--- src/pkg/piu_consts.svh ---
// Constants for the peripheral interrupt unit: offsets, fields, reset values, vectors
`ifndef PIU_CONSTS_SVH
`define PIU_CONSTS_SVH

// Number of interrupt sources and their fixed priority index (0 is highest)
`define PIU_NUM_SRC 9
`define PIU_IDX_W 4
`define PIU_SRC_CTM_P 4'h0
`define PIU_SRC_CTM_A 4'h1
`define PIU_SRC_PTM_P 4'h2
`define PIU_SRC_PTM_A 4'h3
`define PIU_SRC_WRDONE 4'h4
`define PIU_SRC_LOWSUP 4'h5
`define PIU_SRC_TOUCH 4'h6
`define PIU_SRC_SERIAL 4'h7
`define PIU_SRC_ASYNC 4'h8

// Register byte offsets on the Avalon-MM slave
`define PIU_ADDR_W 4
`define PIU_CTRL_OFS 4'h0
`define PIU_ENABLE_OFS 4'h4
`define PIU_FLAGS_OFS 4'h8
`define PIU_STATUS_OFS 4'hc

// Field positions
`define PIU_CTRL_GIE_BIT 0
`define PIU_STAT_VALID_BIT 0
`define PIU_STAT_INDEX_LSB 4
`define PIU_STAT_ASYNC_LSB 8
`define PIU_STAT_LOWSUP_BIT 16

// Reset values
`define PIU_RST_GIE 1'b0
`define PIU_RST_ENABLE 9'h000
`define PIU_RST_FLAGS 9'h000
`define PIU_RST_WAIT 1'b1
`define PIU_RST_ASYNC_REQ_B 1'b1

// Vector table: each source owns a distinct address
`define PIU_VEC_W 12
`define PIU_VEC_BASE 12'h004
`define PIU_VEC_STEP 12'h004

`endif

--- src/pkg/piu_pkg.sv ---
// Types shared by the peripheral interrupt unit
`include "piu_consts.svh"

package piu_pkg;

  // One bit per interrupt source
  typedef logic [`PIU_NUM_SRC-1:0] piu_src_vec_t;

  // Event inputs from the on-chip peripherals, all on the system clock
  typedef struct packed {
    logic ctm_p_match;
    logic ctm_a_match;
    logic ptm_p_match;
    logic ptm_a_match;
    logic write_done;
    logic touch_ovf;
    logic [3:0] serial_events;
    logic [5:0] async_port_status_bits;
  } piu_events_t;

  // Vector request towards the core sequencer
  typedef struct packed {
    logic valid;
    logic [`PIU_IDX_W-1:0] index;
    logic [`PIU_VEC_W-1:0] addr;
  } piu_vec_t;

  // Whole state of the unit
  typedef struct packed {
    logic global_irq_enable;
    piu_src_vec_t enable;
    piu_src_vec_t flags;
    piu_vec_t vec;
    logic wake;
    logic waitrequest;
    logic [31:0] readdata;
    logic lowsup_s1;
    logic lowsup_s2;
    logic lowsup_prev;
    logic async_req_b_prev;
  } piu_state_t;

endpackage

--- src/hdl/piu_interrupt_unit.sv ---
// Peripheral interrupt unit: request flags, enables, priority vectoring and wake-up
//
// Functional notes
// - Each timer comparator has own flag, enable
// - Vector needs global, source enable, flag, stack
// - Timer service clears its flag and global
// - Write-complete sets flag, gated by enables
// - Write-complete service clears flag and global
// - Low supply sets flag, gated by enables
// - Low supply service clears flag and global
// - Touch slot overflow sets flag, gated
// - Touch service clears flag and global
// - Serial byte, address, timeout set flag
// - Serial service clears flag and global
// - Six async conditions form active-low request
// - Async service leaves port status untouched
// - Any flag rising wakes, enables ignored
// - Flags stay set until serviced or cleared
// - Return-from-irq sets global; plain return not
// - Each source has distinct vector address
// - Full stack blocks acknowledges from the next cycle on
// - Requests latch while global enable cleared
//
// The Avalon-MM interface to the registers and the register addresses were chosen for this implementation.
`timescale 1ns/10ps
`include "piu_consts.svh"

module piu_interrupt_unit
  import piu_pkg::*;
(
  input wire logic i_clk,
  input wire logic i_rst_b,
  input wire logic [`PIU_ADDR_W-1:0] i_address,
  input wire logic i_read,
  input wire logic i_write,
  input wire logic [31:0] i_writedata,
  input wire logic [3:0] i_byteenable,
  output logic [31:0] o_readdata,
  output logic o_waitrequest,
  input wire piu_events_t i_events,
  input wire logic i_low_supply,
  input wire logic i_stack_full,
  input wire logic i_vec_take,
  input wire logic i_return_from_irq_instr,
  output piu_vec_t o_vec,
  output logic o_wake,
  output logic o_global_irq_enable
);

  ////////////////////////////////////////////////////////////////////////////
  // Helper functions

  // Lowest set bit wins, giving a fixed priority order
  function automatic logic [`PIU_IDX_W-1:0] first_set(input piu_src_vec_t v);
    logic [`PIU_IDX_W-1:0] idx;
    idx = '0;
    for (int i = `PIU_NUM_SRC - 1; i >= 0; i--)
    begin
      if (v[i])
      begin
        idx = i[`PIU_IDX_W-1:0];
      end
    end
    return idx;
  endfunction

  // One-hot mask for a source index
  function automatic piu_src_vec_t src_mask(input logic [`PIU_IDX_W-1:0] idx);
    piu_src_vec_t m;
    m = '0;
    m[idx] = 1'b1;
    return m;
  endfunction

  // Vector address of a source
  function automatic logic [`PIU_VEC_W-1:0] vec_addr(input logic [`PIU_IDX_W-1:0] idx);
    logic [`PIU_VEC_W-1:0] off;
    off = `PIU_VEC_STEP * {{(`PIU_VEC_W-`PIU_IDX_W){1'b0}}, idx};
    return `PIU_VEC_BASE + off;
  endfunction

  // Byte-lane merge of a write into an old word
  function automatic logic [31:0] be_merge(input logic [31:0] old, input logic [31:0] wd,
                                           input logic [3:0] be);
    logic [31:0] r;
    r = old;
    for (int b = 0; b < 4; b++)
    begin
      if (be[b])
      begin
        r[b*8 +: 8] = wd[b*8 +: 8];
      end
    end
    return r;
  endfunction

  ////////////////////////////////////////////////////////////////////////////
  // State and decoded strobes

  piu_state_t st_q; // Registered state
  piu_state_t st_d; // Next state
  piu_src_vec_t src_set; // Hardware set events this cycle
  piu_src_vec_t take_mask; // Flag cleared by a vector take
  piu_src_vec_t flags_pre; // Flags after clears, before sets
  piu_src_vec_t clr_mask; // Flags cleared this cycle
  piu_src_vec_t eligible; // Flags that may be vectored
  logic async_req_b; // Combined async port request, active low
  logic bus_go; // Access completes at this edge
  logic bus_req; // Access presented in its first cycle
  logic wr_ctrl; // Write to control register
  logic wr_enable; // Write to enable register
  logic wr_flags; // Write to flag register
  logic take; // Core accepts the offered vector
  logic [31:0] rd_word; // Read decode
  logic [31:0] flag_word; // Flag write merged
  logic [31:0] enable_word; // Enable write merged

  ////////////////////////////////////////////////////////////////////////////
  // Next-state logic
  always_comb
  begin
    st_d = st_q;
    // Supply monitor is asynchronous to us; two flops before any use
    st_d.lowsup_s1 = i_low_supply;
    st_d.lowsup_s2 = st_q.lowsup_s1;
    st_d.lowsup_prev = st_q.lowsup_s2;
    async_req_b = ~|i_events.async_port_status_bits;
    st_d.async_req_b_prev = async_req_b;
    // Set events, one per source
    src_set = '0;
    src_set[`PIU_SRC_CTM_P] = i_events.ctm_p_match;
    src_set[`PIU_SRC_CTM_A] = i_events.ctm_a_match;
    src_set[`PIU_SRC_PTM_P] = i_events.ptm_p_match;
    src_set[`PIU_SRC_PTM_A] = i_events.ptm_a_match;
    src_set[`PIU_SRC_WRDONE] = i_events.write_done;
    src_set[`PIU_SRC_LOWSUP] = st_q.lowsup_s2 & ~st_q.lowsup_prev;
    src_set[`PIU_SRC_TOUCH] = i_events.touch_ovf;
    src_set[`PIU_SRC_SERIAL] = |i_events.serial_events;
    src_set[`PIU_SRC_ASYNC] = st_q.async_req_b_prev & ~async_req_b;

    // Bus decode; the access takes effect when waitrequest is low
    bus_req = (i_read | i_write) & st_q.waitrequest;
    bus_go = (i_read | i_write) & ~st_q.waitrequest;
    wr_ctrl = bus_go & i_write & (i_address == `PIU_CTRL_OFS) & i_byteenable[0];
    wr_enable = bus_go & i_write & (i_address == `PIU_ENABLE_OFS);
    wr_flags = bus_go & i_write & (i_address == `PIU_FLAGS_OFS);
    flag_word = be_merge({{(32-`PIU_NUM_SRC){1'b0}}, st_q.flags}, i_writedata, i_byteenable);

    take = i_vec_take & st_q.vec.valid;
    take_mask = take ? src_mask(st_q.vec.index) : '0;

    // Enables steer which flags may vector; merged word kept whole, low bits used
    enable_word = be_merge({{(32-`PIU_NUM_SRC){1'b0}}, st_q.enable}, i_writedata, i_byteenable);
    if (wr_enable)
    begin
      st_d.enable = enable_word[`PIU_NUM_SRC-1:0];
    end

    if (i_return_from_irq_instr)
    begin
      st_d.global_irq_enable = 1'b1;
    end
    if (take)
    begin
      st_d.global_irq_enable = 1'b0;
    end
    // Software write has the last word
    if (wr_ctrl)
    begin
      st_d.global_irq_enable = i_writedata[`PIU_CTRL_GIE_BIT];
    end

    // Software may set or clear flags; setting one wakes, then its later events cannot wake
    flags_pre = wr_flags ? flag_word[`PIU_NUM_SRC-1:0] : st_q.flags;
    flags_pre = flags_pre & ~take_mask;
    clr_mask = st_q.flags & ~flags_pre;
    // sticky flags, set wins over clear
    st_d.flags = flags_pre | src_set;

    st_d.wake = |(st_d.flags & ~st_q.flags);

    eligible = st_d.flags & st_d.enable & {`PIU_NUM_SRC{st_d.global_irq_enable & ~i_stack_full}};
    st_d.vec.valid = |eligible;
    st_d.vec.index = first_set(eligible);
    st_d.vec.addr = vec_addr(st_d.vec.index);

    // Read decode; unmapped offsets read as zero
    rd_word = '0;
    unique case (i_address)
      `PIU_CTRL_OFS: rd_word[`PIU_CTRL_GIE_BIT] = st_q.global_irq_enable;
      `PIU_ENABLE_OFS: rd_word[`PIU_NUM_SRC-1:0] = st_q.enable;
      `PIU_FLAGS_OFS: rd_word[`PIU_NUM_SRC-1:0] = st_q.flags;
      `PIU_STATUS_OFS:
      begin
        rd_word[`PIU_STAT_VALID_BIT] = st_q.vec.valid;
        rd_word[`PIU_STAT_INDEX_LSB +: `PIU_IDX_W] = st_q.vec.index;
        rd_word[`PIU_STAT_ASYNC_LSB +: 6] = i_events.async_port_status_bits;
        rd_word[`PIU_STAT_LOWSUP_BIT] = st_q.lowsup_s2;
      end
      default: rd_word = '0;
    endcase
    // One wait cycle: data is captured in the first cycle, stands while waitrequest is low
    if (bus_req & i_read)
    begin
      st_d.readdata = rd_word;
    end
    st_d.waitrequest = ~bus_req;
  end

  ////////////////////////////////////////////////////////////////////////////
  // State register
  always_ff @(posedge i_clk or negedge i_rst_b)
  begin
    if (!i_rst_b)
    begin
      st_q <= '0;
      st_q.global_irq_enable <= `PIU_RST_GIE;
      st_q.enable <= `PIU_RST_ENABLE;
      st_q.flags <= `PIU_RST_FLAGS;
      st_q.waitrequest <= `PIU_RST_WAIT;
      st_q.async_req_b_prev <= `PIU_RST_ASYNC_REQ_B;
    end
    else
    begin
      st_q <= st_d;
    end
  end

  // Outputs straight from flops
  assign o_readdata = st_q.readdata;
  assign o_waitrequest = st_q.waitrequest;
  assign o_vec = st_q.vec;
  assign o_wake = st_q.wake;
  assign o_global_irq_enable = st_q.global_irq_enable;

  // Helper copies of eligibility and of the taken flag at the register edge
  piu_src_vec_t elig_q;
  piu_src_vec_t taken_q; // Flag cleared by a take and not set again
  always_ff @(posedge i_clk or negedge i_rst_b)
  begin
    if (!i_rst_b)
    begin
      elig_q <= '0;
      taken_q <= '0;
    end
    else
    begin
      elig_q <= eligible;
      taken_q <= take_mask & ~src_set;
    end
  end
endmodule // piu_interrupt_unit

--- config.mk ---
export PLATFORM = sky130hd
export DESIGN_NAME = piu_interrupt_unit
export DESIGN_NICKNAME = d
export VERILOG_FILES = /design/src/pkg/piu_pkg.sv /design/src/hdl/piu_interrupt_unit.sv
export VERILOG_INCLUDE_DIRS = /design/src /design/src/pkg
export SDC_FILE = /design/constraint.sdc
export NUM_CORES = 1
export LEC_CHECK = 0
export ABC_CLOCK_PERIOD_IN_PS = 3770
export BUFFER_PORTS_ARGS = -buffer_cell sky130_fd_sc_hd__buf_4
export CAP_MARGIN = 20
export CORE_ASPECT_RATIO = 1.75
export CORE_UTILIZATION = 40
export CTS_CLUSTER_DIAMETER = 100
export CTS_CLUSTER_SIZE = 30
export DETAILED_ROUTE_END_ITERATION = 6
export HOLD_SLACK_MARGIN = 0.08
export PLACE_DENSITY_LB_ADDON = 0.12
export SLEW_MARGIN = 40
export SYNTH_ARGS = -nofsm -noshare
export SYNTH_HDL_FRONTEND = slang
export SYNTH_SLANG_ARGS = --single-unit
export TNS_END_PERCENT = 1
--- constraint.sdc ---
create_clock -name i_clk -period 3.77 [get_ports i_clk]
set_clock_uncertainty 0.1 [all_clocks]
set_input_delay 0.377 -clock i_clk [delete_from_list [all_inputs] [get_ports i_clk]]
set_output_delay 0.377 -clock i_clk [all_outputs]
set_load 0.01 [all_outputs]
==> flow_summary.json, run 1 <==
{
  "worst_pin_slew_ns": 0.650,
  "crit_required_ns": 3.85,
  "vias": 2147,
  "post_dp_cell_area_mm2": 0.00323,
  "routabilityCongestion": 0.837,
  "post-route-period-util_pct": 78.4,
  "setup_ws_ns": 0.816,
  "io_pins": 116,
  "wl_met2_mm": 3.93,
  "drc_errors": 0,
  "syn_area_mm2": 0.00291,
  "worstSkewPairLatency_ns": 0.29,
  "layout_common_cells": "69 x buf_4, 48 x dfrtp_1, 25 x conb_1",
  "clockBufferDepth": 2,
  "start_kind": "flop",
  "clkSlewWorstSetupHoldPaths_ns": 0.06,
  "met3_length_um": 287,
  "power_density_mw_per_mm2": 446,
  "grt_max_degree": 51,
  "synth_seq_area_share_pct": 43.2,
  "post-cts-setup-buffers": 0,
  "overflow": 0,
  "wire_per_inst_um": 17.5,
  "rows": 40,
  "rsz0062_at_grt": "false",
  "cts_made_buffers": 5,
  "ir_drop_uv": 346,
  "clockRootBuffer": "clkbuf_16",
  "initial_core_util_pct": 41.8,
  "critical_path_class": "reg -> reg",
  "end_kind": "flop",
  "n_antenna_cell": 0,
  "timing.rr.start": "o_waitrequest",
  "total_power_uw": 1510,
  "grt_use_total_pct": 20.4,
  "synth_cell_types": 61,
  "areaGrowthSynthToFinish_pct": 16.5,
  "cp_top_family": "simple AND/OR/NAND/NOR gates",
  "drt_iter0_drc": 93,
  "core_mm2": 0.00696,
  "ys_warn_count": 0,
  "synthArstFlopShare_pct": 100,
  "grt_pass1_vias": 2185,
  "dr.pass1.iters": 4,
  "status": "finished, final reports clean",
  "finalHoldViolations": 0,
  "place.port_buffers": 66,
  "maxCapViolCount": 0,
  "h-tree-depth": 2,
  "dp_hpwl_mm": 5.60,
  "relSlewSlack_pct": 56.6,
  "max_stage_delay_ns": 0.56,
  "routed_wl_mm": 7.11,
  "fmax_mhz": 338,
  "synth_edf_count": 0,
  "crit_arrival_ns": 3.03,
  "min_from": "i_low_supply",
  "avgSynthCellArea_um2": 10.5,
  "min_period_ns": 2.95,
  "wirelength_met1_mm": 2.68,
  "hp-class": "in -> reg",
  "drv_slew": 0,
  "die-area_mm2": 0.00762,
  "avgViaCountPerCell": 5.28,
  "fin_area_mm2": 0.00338,
  "setup_viol": 0,
  "cts_sinks": 50,
  "path_cells": "nand3b_1, o21ai_0, a2111oi_0, buf_4, nand3b_2, a2111oi_4, nor2_1, inv_1, ha_1, xor2_2",
  "cts_tree": "yes",
  "die_x_um": 66.4,
  "netlist_instances": 276,
  "drive_above_1_share_pct": 33.7,
  "die_h_um": 115,
  "critPathBufInv": 2,
  "highest_layer": "met4",
  "leakage_uw": 0.00158,
  "ys_ff_latch": 50,
  "grt_pass1_wl_mm": 11.2,
  "postRouteAntennaNets": 0,
  "synthFlopType": "dfrtp_1",
  "final_common_cell": "buf_4",
  "post-place-ws_ns": 0.624,
  "slowest_stage": "dfstp_2",
  "antenna_found_initial": 0,
  "tns_ns": 0,
  "startpoint": "o_waitrequest",
  "crit_path_max_fanout": 10,
  "nNetsFinal": 387
}
-- power breakdown --
| group | internal (µW) | leakage, µW | switching (µW) |
|---|---|---|---|
| registers | 605 | 0.000615 | 61.8 |
| clock network | 263 | 0.0000739 | 192 |
| logic | 184 | 0.000888 | 205 |
| total | 1050 | 0.00158 | 458 |
-- metal layers --
layer	GRT usage [%]	vias up
met5	0	-
met4	9.50	0
met3	3.87	13
met1	22.3	1043
met2	36.9	64
li1	-	1027
-- logic make-up (layout without fill, tap and decap cells) --
logic type | after synthesis | after routing | share of synthesized area [%]
XOR/XNOR | 1 | 1 | 0.560
buffers and inverters | 70 | 93 | 15.4
AND/OR/NAND/NOR | 78 | 78 | 17.2
flip-flops | 50 | 50 | 43.2
AO/OA/AOI/OAI | 61 | 61 | 17.6
adder cells (fa/ha/maj) | 1 | 1 | 0.431
other | 1 | 25 | 0.129
multiplexers | 14 | 14 | 5.56
-- sequential cells by signal (all words and copies together) (netlist names) --
name,count
o_vec,10
o_global_irq_enable,1
o_waitrequest,1
o_wake,1
st_q,20
o_readdata,15
st_d,2
-- cell type report --
class,count,area (µm²)
Clock buffer,7,143
Clock inverter,1,5.00
Fill cell,696,3570
Inverter,15,56.3
Multi-Input combinational cell,180,1290
Sequential cell,50,1250
Tap cell,84,105
Timing Repair Buffer,70,528
-- path summary, 6_finish.rpt --
path | end | cells past startpoint | slack (ns)
max | o_vec[4] | 10 | 0.82
min | st_d[2] | 1 | 0.1
max reg2reg | o_vec[4] | 10 | 0.82
min reg2reg | st_d[1] | 0 | 0.26
max in group asynchronous | o_readdata[1] | 2 | 2.57
min in group asynchronous | st_q[65] | 2 | 0.53
-- per-stage QoR --
| step | std cells | utilization, % | hold WS, ns |
|---|---|---|---|
| after floorplan | 300 | - | -0.0186 |
| after CTS | 407 | 48.7 | 0.0904 |
| final | 407 | 48.7 | 0.0952 |
| after global placement | 398 | 46.4 | 0.239 |
| after global routing | 407 | 48.7 | 0.0895 |
| after detailed placement | 398 | 46.4 | 0.246 |
-- cells in the mapped netlist, drive strengths merged, types with 2 or more instances --
cell	instances	area, µm²
buf	50	373
dfrtp	48	1200
o21ai	17	92.6
inv	15	56.3
nand2	15	56.3
nor2	15	73.8
nor3	10	50.1
or4	9	75.1
a22oi	8	60.1
a22o	7	61.3
mux2	7	78.8
mux2i	6	60.1
a211oi	5	37.5
a21oi	5	28.8
clkbuf	5	18.8
nor4	4	31.3
a2111oi	3	51.3
nand3b	3	26.3
nand4	3	18.8
o22ai	3	18.8
o311ai	3	68.8
a211o	2	17.5
a21o	2	15.0
dfstp	2	52.6
nand2b	2	12.5
nand3	2	10.0
nand4b	2	17.5
nor2b	2	12.5
nor4b	2	38.8
or3	2	12.5
or4b	2	23.8
-- timing repair --
| item | 4_1_cts | 5_1_grt |
|---|---|---|
| hold endpoints to repair | 48 | 0 |
| resized for setup | 0 | 0 |
| hold buffers | 1 | 0 |
Power figures use the tool's default switching activity.
==> inputs of run 2 (changes only) <==
--- a/config.mk
+++ b/config.mk
@@ -6,7 +6,7 @@
 export SDC_FILE = /design/constraint.sdc
 export NUM_CORES = 1
 export LEC_CHECK = 0
-export ABC_CLOCK_PERIOD_IN_PS = 3770
+export ABC_CLOCK_PERIOD_IN_PS = 2550
 export BUFFER_PORTS_ARGS = -buffer_cell sky130_fd_sc_hd__buf_4
 export CAP_MARGIN = 20
 export CORE_ASPECT_RATIO = 1.75
==> constraint.sdc (replaced) <==
create_clock -name i_clk -period 2.55 [get_ports i_clk]
set_clock_uncertainty 0.1 [all_clocks]
set_input_delay 0.255 -clock i_clk [delete_from_list [all_inputs] [get_ports i_clk]]
set_output_delay 0.255 -clock i_clk [all_outputs]
set_load 0.01 [all_outputs]
==> run 2 against run 1 <==
Compared with the run above: non-clock buffer count up 51; setup slack worse by 0.79 ns; register-to-register slack worse by 0.79 ns; critical path depth up 1; first-iteration DRC count down 14%; final cell count up 13%; critical path type unchanged; clock power up 47%; global-route usage up 2.2 points.
==> flow_summary.json, run 2 (synthesis results as in run 1) <==
{
  "min_from": "i_events[4]",
  "dp_hpwl_mm": 6.24,
  "routabilityCongestion": 0.868,
  "final_common_cell": "buf_4",
  "holdPathEnd": "o_readdata[12]",
  "clockBufferDepth": 2,
  "worstSkewPairLatency_ns": 0.29,
  "whs_path_depth": 2,
  "finalHoldViolations": 0,
  "nFillCells": 637,
  "rows": 40,
  "rrSetupSlack_ns": 0.03,
  "hp-class": "in -> reg",
  "crit_required_ns": 2.67,
  "avgViaCountPerCell": 5.14,
  "maxCapViolCount": 0,
  "post_dp_cell_area_mm2": 0.00359,
  "layout_common_cells": "112 x buf_4, 48 x dfrtp_1, 25 x conb_1",
  "rr_endpoint": "o_vec[4]",
  "initial_core_util_pct": 41.8,
  "rsz0062_at_grt": "true",
  "io_pins": 116,
  "tns_ns": 0,
  "relSlewSlack_pct": 58.0,
  "ir_drop_uv": 416,
  "clkSlewWorstSetupHoldPaths_ns": 0.07,
  "drt_iter0_drc": 80,
  "pwr-share-clk_pct": 27.9,
  "worst_pin_slew_ns": 0.631,
  "swShare_pct": 31.4,
  "reg2regPathDepth": 11,
  "start_kind": "flop",
  "power.switching_uw": 753,
  "setup_viol": 0,
  "antenna_found_initial": 0,
  "internal_power_uw": 1640,
  "postRouteAntennaNets": 0,
  "crit_path_max_fanout": 3,
  "startpoint": "o_waitrequest",
  "end_kind": "flop",
  "drv_slew": 0,
  "post-route-period-util_pct": 99.0,
  "die_h_um": 115,
  "drc_errors": 0,
  "min_period_ns": 2.52,
  "crit_arrival_ns": 2.64,
  "place.port_buffers": 66,
  "wire_per_inst_um": 17.2,
  "drive_above_1_share_pct": 44.7,
  "fmax_mhz": 396,
  "largest_reg_flops": 20,
  "critical_path_class": "reg -> reg",
  "core_mm2": 0.00696,
  "n_antenna_cell": 0,
  "power_density_mw_per_mm2": 617,
  "areaGrowthSynthToFinish_pct": 33.6,
  "grt_pass1_vias": 2491,
  "vias": 2354,
  "routed_wl_mm": 7.89,
  "pwr-share-seq_pct": 41.2,
  "cts_sinks": 50,
  "die_x_um": 66.4,
  "grt_pass1_wl_mm": 12.4,
  "timing.rr.start": "o_waitrequest",
  "fin_area_mm2": 0.00388,
  "cts_tree": "yes",
  "die-area_mm2": 0.00762,
  "top_register": "st_q",
  "grt_max_degree": 51,
  "p_comb_share_pct": 30.8,
  "leakage_uw": 0.00184,
  "cts_made_buffers": 5,
  "clockRootBuffer": "clkbuf_16",
  "dr.pass1.iters": 4,
  "overflow": 0,
  "status": "finished, final reports clean",
  "nNetsFinal": 438,
  "grt_use_total_pct": 22.5,
  "h-tree-depth": 2
}
[run 2: cell types whose count changed in the layout (fill, tap and decap cells not counted), sizes merged]
cell,before,now
dlygate4sd3,1,5
buf,69,116
clkinvlp,0,1
inv,15,16
clkbuf,7,5
[run 2: power groups by stage]
stage / clock network [µW] / registers [µW] / logic (µW)
global placement: 0 / 1000 / 685
finish: 669 / 988 / 738
global route: 727 / 996 / 803
CTS: 688 / 984 / 714
floorplan: 0 / 971 / 424
detailed placement: 0 / 997 / 694
[run 2: worst max-delay path by stage]
stage | endpoint | slack, ns | cells after the start
detailed placement | o_vec[4] | -0.33 | 12
floorplan | o_vec[4] | 0.004 | 9
finish | o_vec[4] | 0.03 | 11
global route | o_vec[4] | -0.07 | 11
global placement | o_vec[4] | -0.29 | 10
CTS | o_vec[4] | 0.004 | 11
[run 2: what timing repair did]
action	CTS	global route
endpoints found under the hold margin	51	0
hold buffers	5	0
pin swaps	0	7
endpoints found under the setup margin	3	3
gates resized for setup	8	7
buffers inserted	1	4
[run 2: cell type report]
class / instances / area [µm²] / share of cell area [%]
multi-input cells: 180 / 1360 / 35.1
well taps: 84 / 105 / 2.71
clock inverters: 3 / 25.0 / 0.645
flip-flops and latches: 50 / 1250 / 32.3
repair buffers: 121 / 953 / 24.6
inverters: 15 / 56.3 / 1.45
clock buffers: 5 / 125 / 3.22
[run 2: metrics by stage]
step	hold slack, ns	setup WS (ns)	utilization (%)	cells	power (µW)
2_1_floorplan	-0.141	0.00422	-	300	1390
4_1_cts	0.0940	0.00380	54.9	454	2390
6_report	0.0978	0.0263	55.8	458	2390
3_3_place_gp	0.232	-0.290	51.5	440	1690
3_5_place_dp	0.232	-0.332	51.5	440	1690
5_1_grt	0.0955	-0.0745	55.8	458	2530
[run 2: critical path: stages, from the launching register on]
cell and delay (ns):
dfstp_2 0.54, nand3b_1 0.15, buf_6 0.12, nor2_4 0.04, buf_6 0.11, a211o_1 0.31, or2_1 0.25, a2111oi_4 0.39
nor2_2 0.08, inv_2 0.08, ha_4 0.13, xor2_2 0.14
[run 2: metal layers]
layer	routed length [µm]	GRT usage (%)	vias to the layer above
met2	4410	41.4	76
met1	2840	23.2	1133
met3	317	4.46	18
met5	0	0	-
li1	-	-	1127
met4	321	12.3	0
==> inputs of run 3 (changes only) <==
--- a/config.mk
+++ b/config.mk
@@ -7,15 +7,16 @@
 export NUM_CORES = 1
 export LEC_CHECK = 0
 export ABC_CLOCK_PERIOD_IN_PS = 2550
-export BUFFER_PORTS_ARGS = -buffer_cell sky130_fd_sc_hd__buf_4
 export CAP_MARGIN = 20
 export CORE_ASPECT_RATIO = 1.75
-export CORE_UTILIZATION = 40
+export CORE_UTILIZATION = 57
 export CTS_CLUSTER_DIAMETER = 100
 export CTS_CLUSTER_SIZE = 30
 export DETAILED_ROUTE_END_ITERATION = 6
+export DONT_BUFFER_PORTS = 1
 export HOLD_SLACK_MARGIN = 0.08
 export PLACE_DENSITY_LB_ADDON = 0.12
+export SETUP_SLACK_MARGIN = 0.3
 export SLEW_MARGIN = 40
 export SYNTH_ARGS = -nofsm -noshare
 export SYNTH_HDL_FRONTEND = slang
==> run 3 against run 2 <==
Compared with the run above: critical path depth is 1 higher; total power decreased by 4.7%; highest routed layer unchanged; sequential share of layout area is 3.3 points higher; hold slack improved by 0.0022 ns; sequential power hardly changed; clock power rose by 2%; register-to-register slack barely moved.
==> flow_summary.json, run 3 (synthesis results as in run 1) <==
{
  "timing.rr.start": "o_waitrequest",
  "vias": 2205,
  "routed_wl_mm": 7.26,
  "largest_reg_flops": 20,
  "final_common_cell": "dfrtp_1",
  "io_pins": 116,
  "crit_path_max_fanout": 5,
  "holdWs_ns": 0.100,
  "min_period_ns": 2.53,
  "core_mm2": 0.00493,
  "postRouteAntennaNets": 0,
  "relSlewSlack_pct": 65.6,
  "avgViaCountPerCell": 5.86,
  "antenna_found_initial": 0,
  "ir_drop_uv": 501,
  "worst_pin_slew_ns": 0.511,
  "cpMostUsedCell": "nor2_4",
  "post-route-period-util_pct": 99.2,
  "grt_use_total_pct": 28.1,
  "worstSkewPairLatency_ns": 0.31,
  "endpoint": "o_vec[4]",
  "drive_above_1_share_pct": 33.2,
  "h-tree-depth": 2,
  "power_density_mw_per_mm2": 649,
  "routabilityCongestion": 0.821,
  "slowest_stage": "a2111oi_4",
  "startpoint": "o_waitrequest",
  "total_power_uw": 2280,
  "die_h_um": 96.4,
  "clockBufferDepth": 2,
  "maxCapViolCount": 0,
  "nFillCells": 388,
  "hp-class": "in -> reg",
  "fmax_mhz": 395,
  "reg2regPathDepth": 12,
  "crit_required_ns": 2.69,
  "die_x_um": 56.0,
  "dr.pass1.iters": 4,
  "n_antenna_cell": 0,
  "grt_pass1_wl_mm": 11.2,
  "critical_path_class": "reg -> reg",
  "nNetsFinal": 386,
  "max_stage_delay_ns": 0.40,
  "top_register": "st_q",
  "place.port_buffers": 0,
  "cts_sinks": 50,
  "clockRootBuffer": "clkbuf_8",
  "end_kind": "flop",
  "fin_util_pct": 71.3,
  "die-area_mm2": 0.00540,
  "layout_common_cells": "48 x dfrtp_1, 44 x buf_4, 25 x conb_1",
  "wire_per_inst_um": 19.3,
  "start_kind": "flop",
  "cts_made_buffers": 5,
  "areaGrowthSynthToFinish_pct": 21.1,
  "rrSetupSlack_ns": 0.02,
  "cts_tree": "yes",
  "initial_core_util_pct": 58.9,
  "drv_slew": 0,
  "rows": 34,
  "grt_pass1_vias": 2230,
  "rr_endpoint": "o_vec[4]",
  "drc_errors": 0,
  "tns_ns": 0,
  "overflow": 0,
  "leakage_uw": 0.00157,
  "clkSlewWorstSetupHoldPaths_ns": 0.09,
  "finalHoldViolations": 0,
  "rsz0062_at_grt": "true",
  "path_cells": "nand3b_1, buf_6, buf_4, nor2_4, buf_6, mux2i_4, nor2_4, a2111oi_4, nor2_4, inv_2, ha_4, xor2_2",
  "drt_iter0_drc": 85,
  "crit_arrival_ns": 2.67,
  "status": "finished, final reports clean",
  "dp_hpwl_mm": 5.28,
  "setup_viol": 0,
  "grt_max_degree": 51
}
run 3: changes by cell type in the layout (fill, tap and decap cells not counted), sizes merged:
cell         delta
buf            -66
inv             -1
dlygate4sd3    +14
bufinv          +2
clkinvlp        -1
clkinv          -1
clkbuf          +1
run 3: per-layer routing:
metal  vias up  share of wire [%]  routed length [µm]  global-route usage, %
li1       1020                  -                   -                      -
met1      1074                 37                2670                   31.0
met2        92                 54                3900                   50.5
met3        19                5.6                 407                   6.92
met4         0                4.0                 288                   13.4
met5         -                  0                   0                      0
run 3: final cells by class:
class	instances	area [µm²]	share of cell area, %
clock buffer	6	82.6	2.35
clock inverter	2	60.1	1.71
inverter	15	56.3	1.60
multi-input combinational	180	1390	39.6
sequential	50	1250	35.6
tap	54	67.6	1.92
timing repair buffer	69	604	17.2
run 3: timing repair:
action,4_1_cts,5_1_grt
pin swaps,5,1
setup endpoints to repair,10,10
setup buffers,2,0
hold buffers,20,0
endpoints found under the hold margin,70,0
gates resized for setup,23,1
run 3: worst min path at each step:
stage / from / to / cells after the start
2_1_floorplan: i_rst_b / o_global_irq_enable / 0
3_3_place_gp: i_rst_b / o_vec[6] / 0
3_5_place_dp: i_rst_b / o_vec[6] / 0
4_1_cts: i_address[2] / o_global_irq_enable / 3
5_1_grt: i_address[2] / o_global_irq_enable / 3
6_report: i_address[2] / o_global_irq_enable / 3
run 3: critical path, delay by kind of cell, from the launching register on:
| family | cells | cell delay (ns) |
|---|---|---|
| and+or+nand+nor | 4 | 0.53 |
| buffers and inverters | 4 | 0.52 |
| AOI/OAI and AO/OA | 1 | 0.40 |
| DFF | 1 | 0.39 |
| muxes | 1 | 0.25 |
| adders and majority gates | 1 | 0.14 |
| xor gates and xnor gates | 1 | 0.11 |
run 3: stage by stage:
step                      cells  setup WS (ns)  instance area (µm²)
after floorplan             300         0.0233                 3020
after global placement      346         -0.142                 3050
after detailed placement    346         -0.154                 3050
after CTS                   376         0.0189                 3510
after global routing        376         -0.117                 3520
final                       376         0.0201                 3520
run 3: power by group:
group	internal (µW)	leakage, µW	switching [µW]
sequential	894	0.000615	114
combinational	300	0.000883	291
clock	418	0.0000714	264
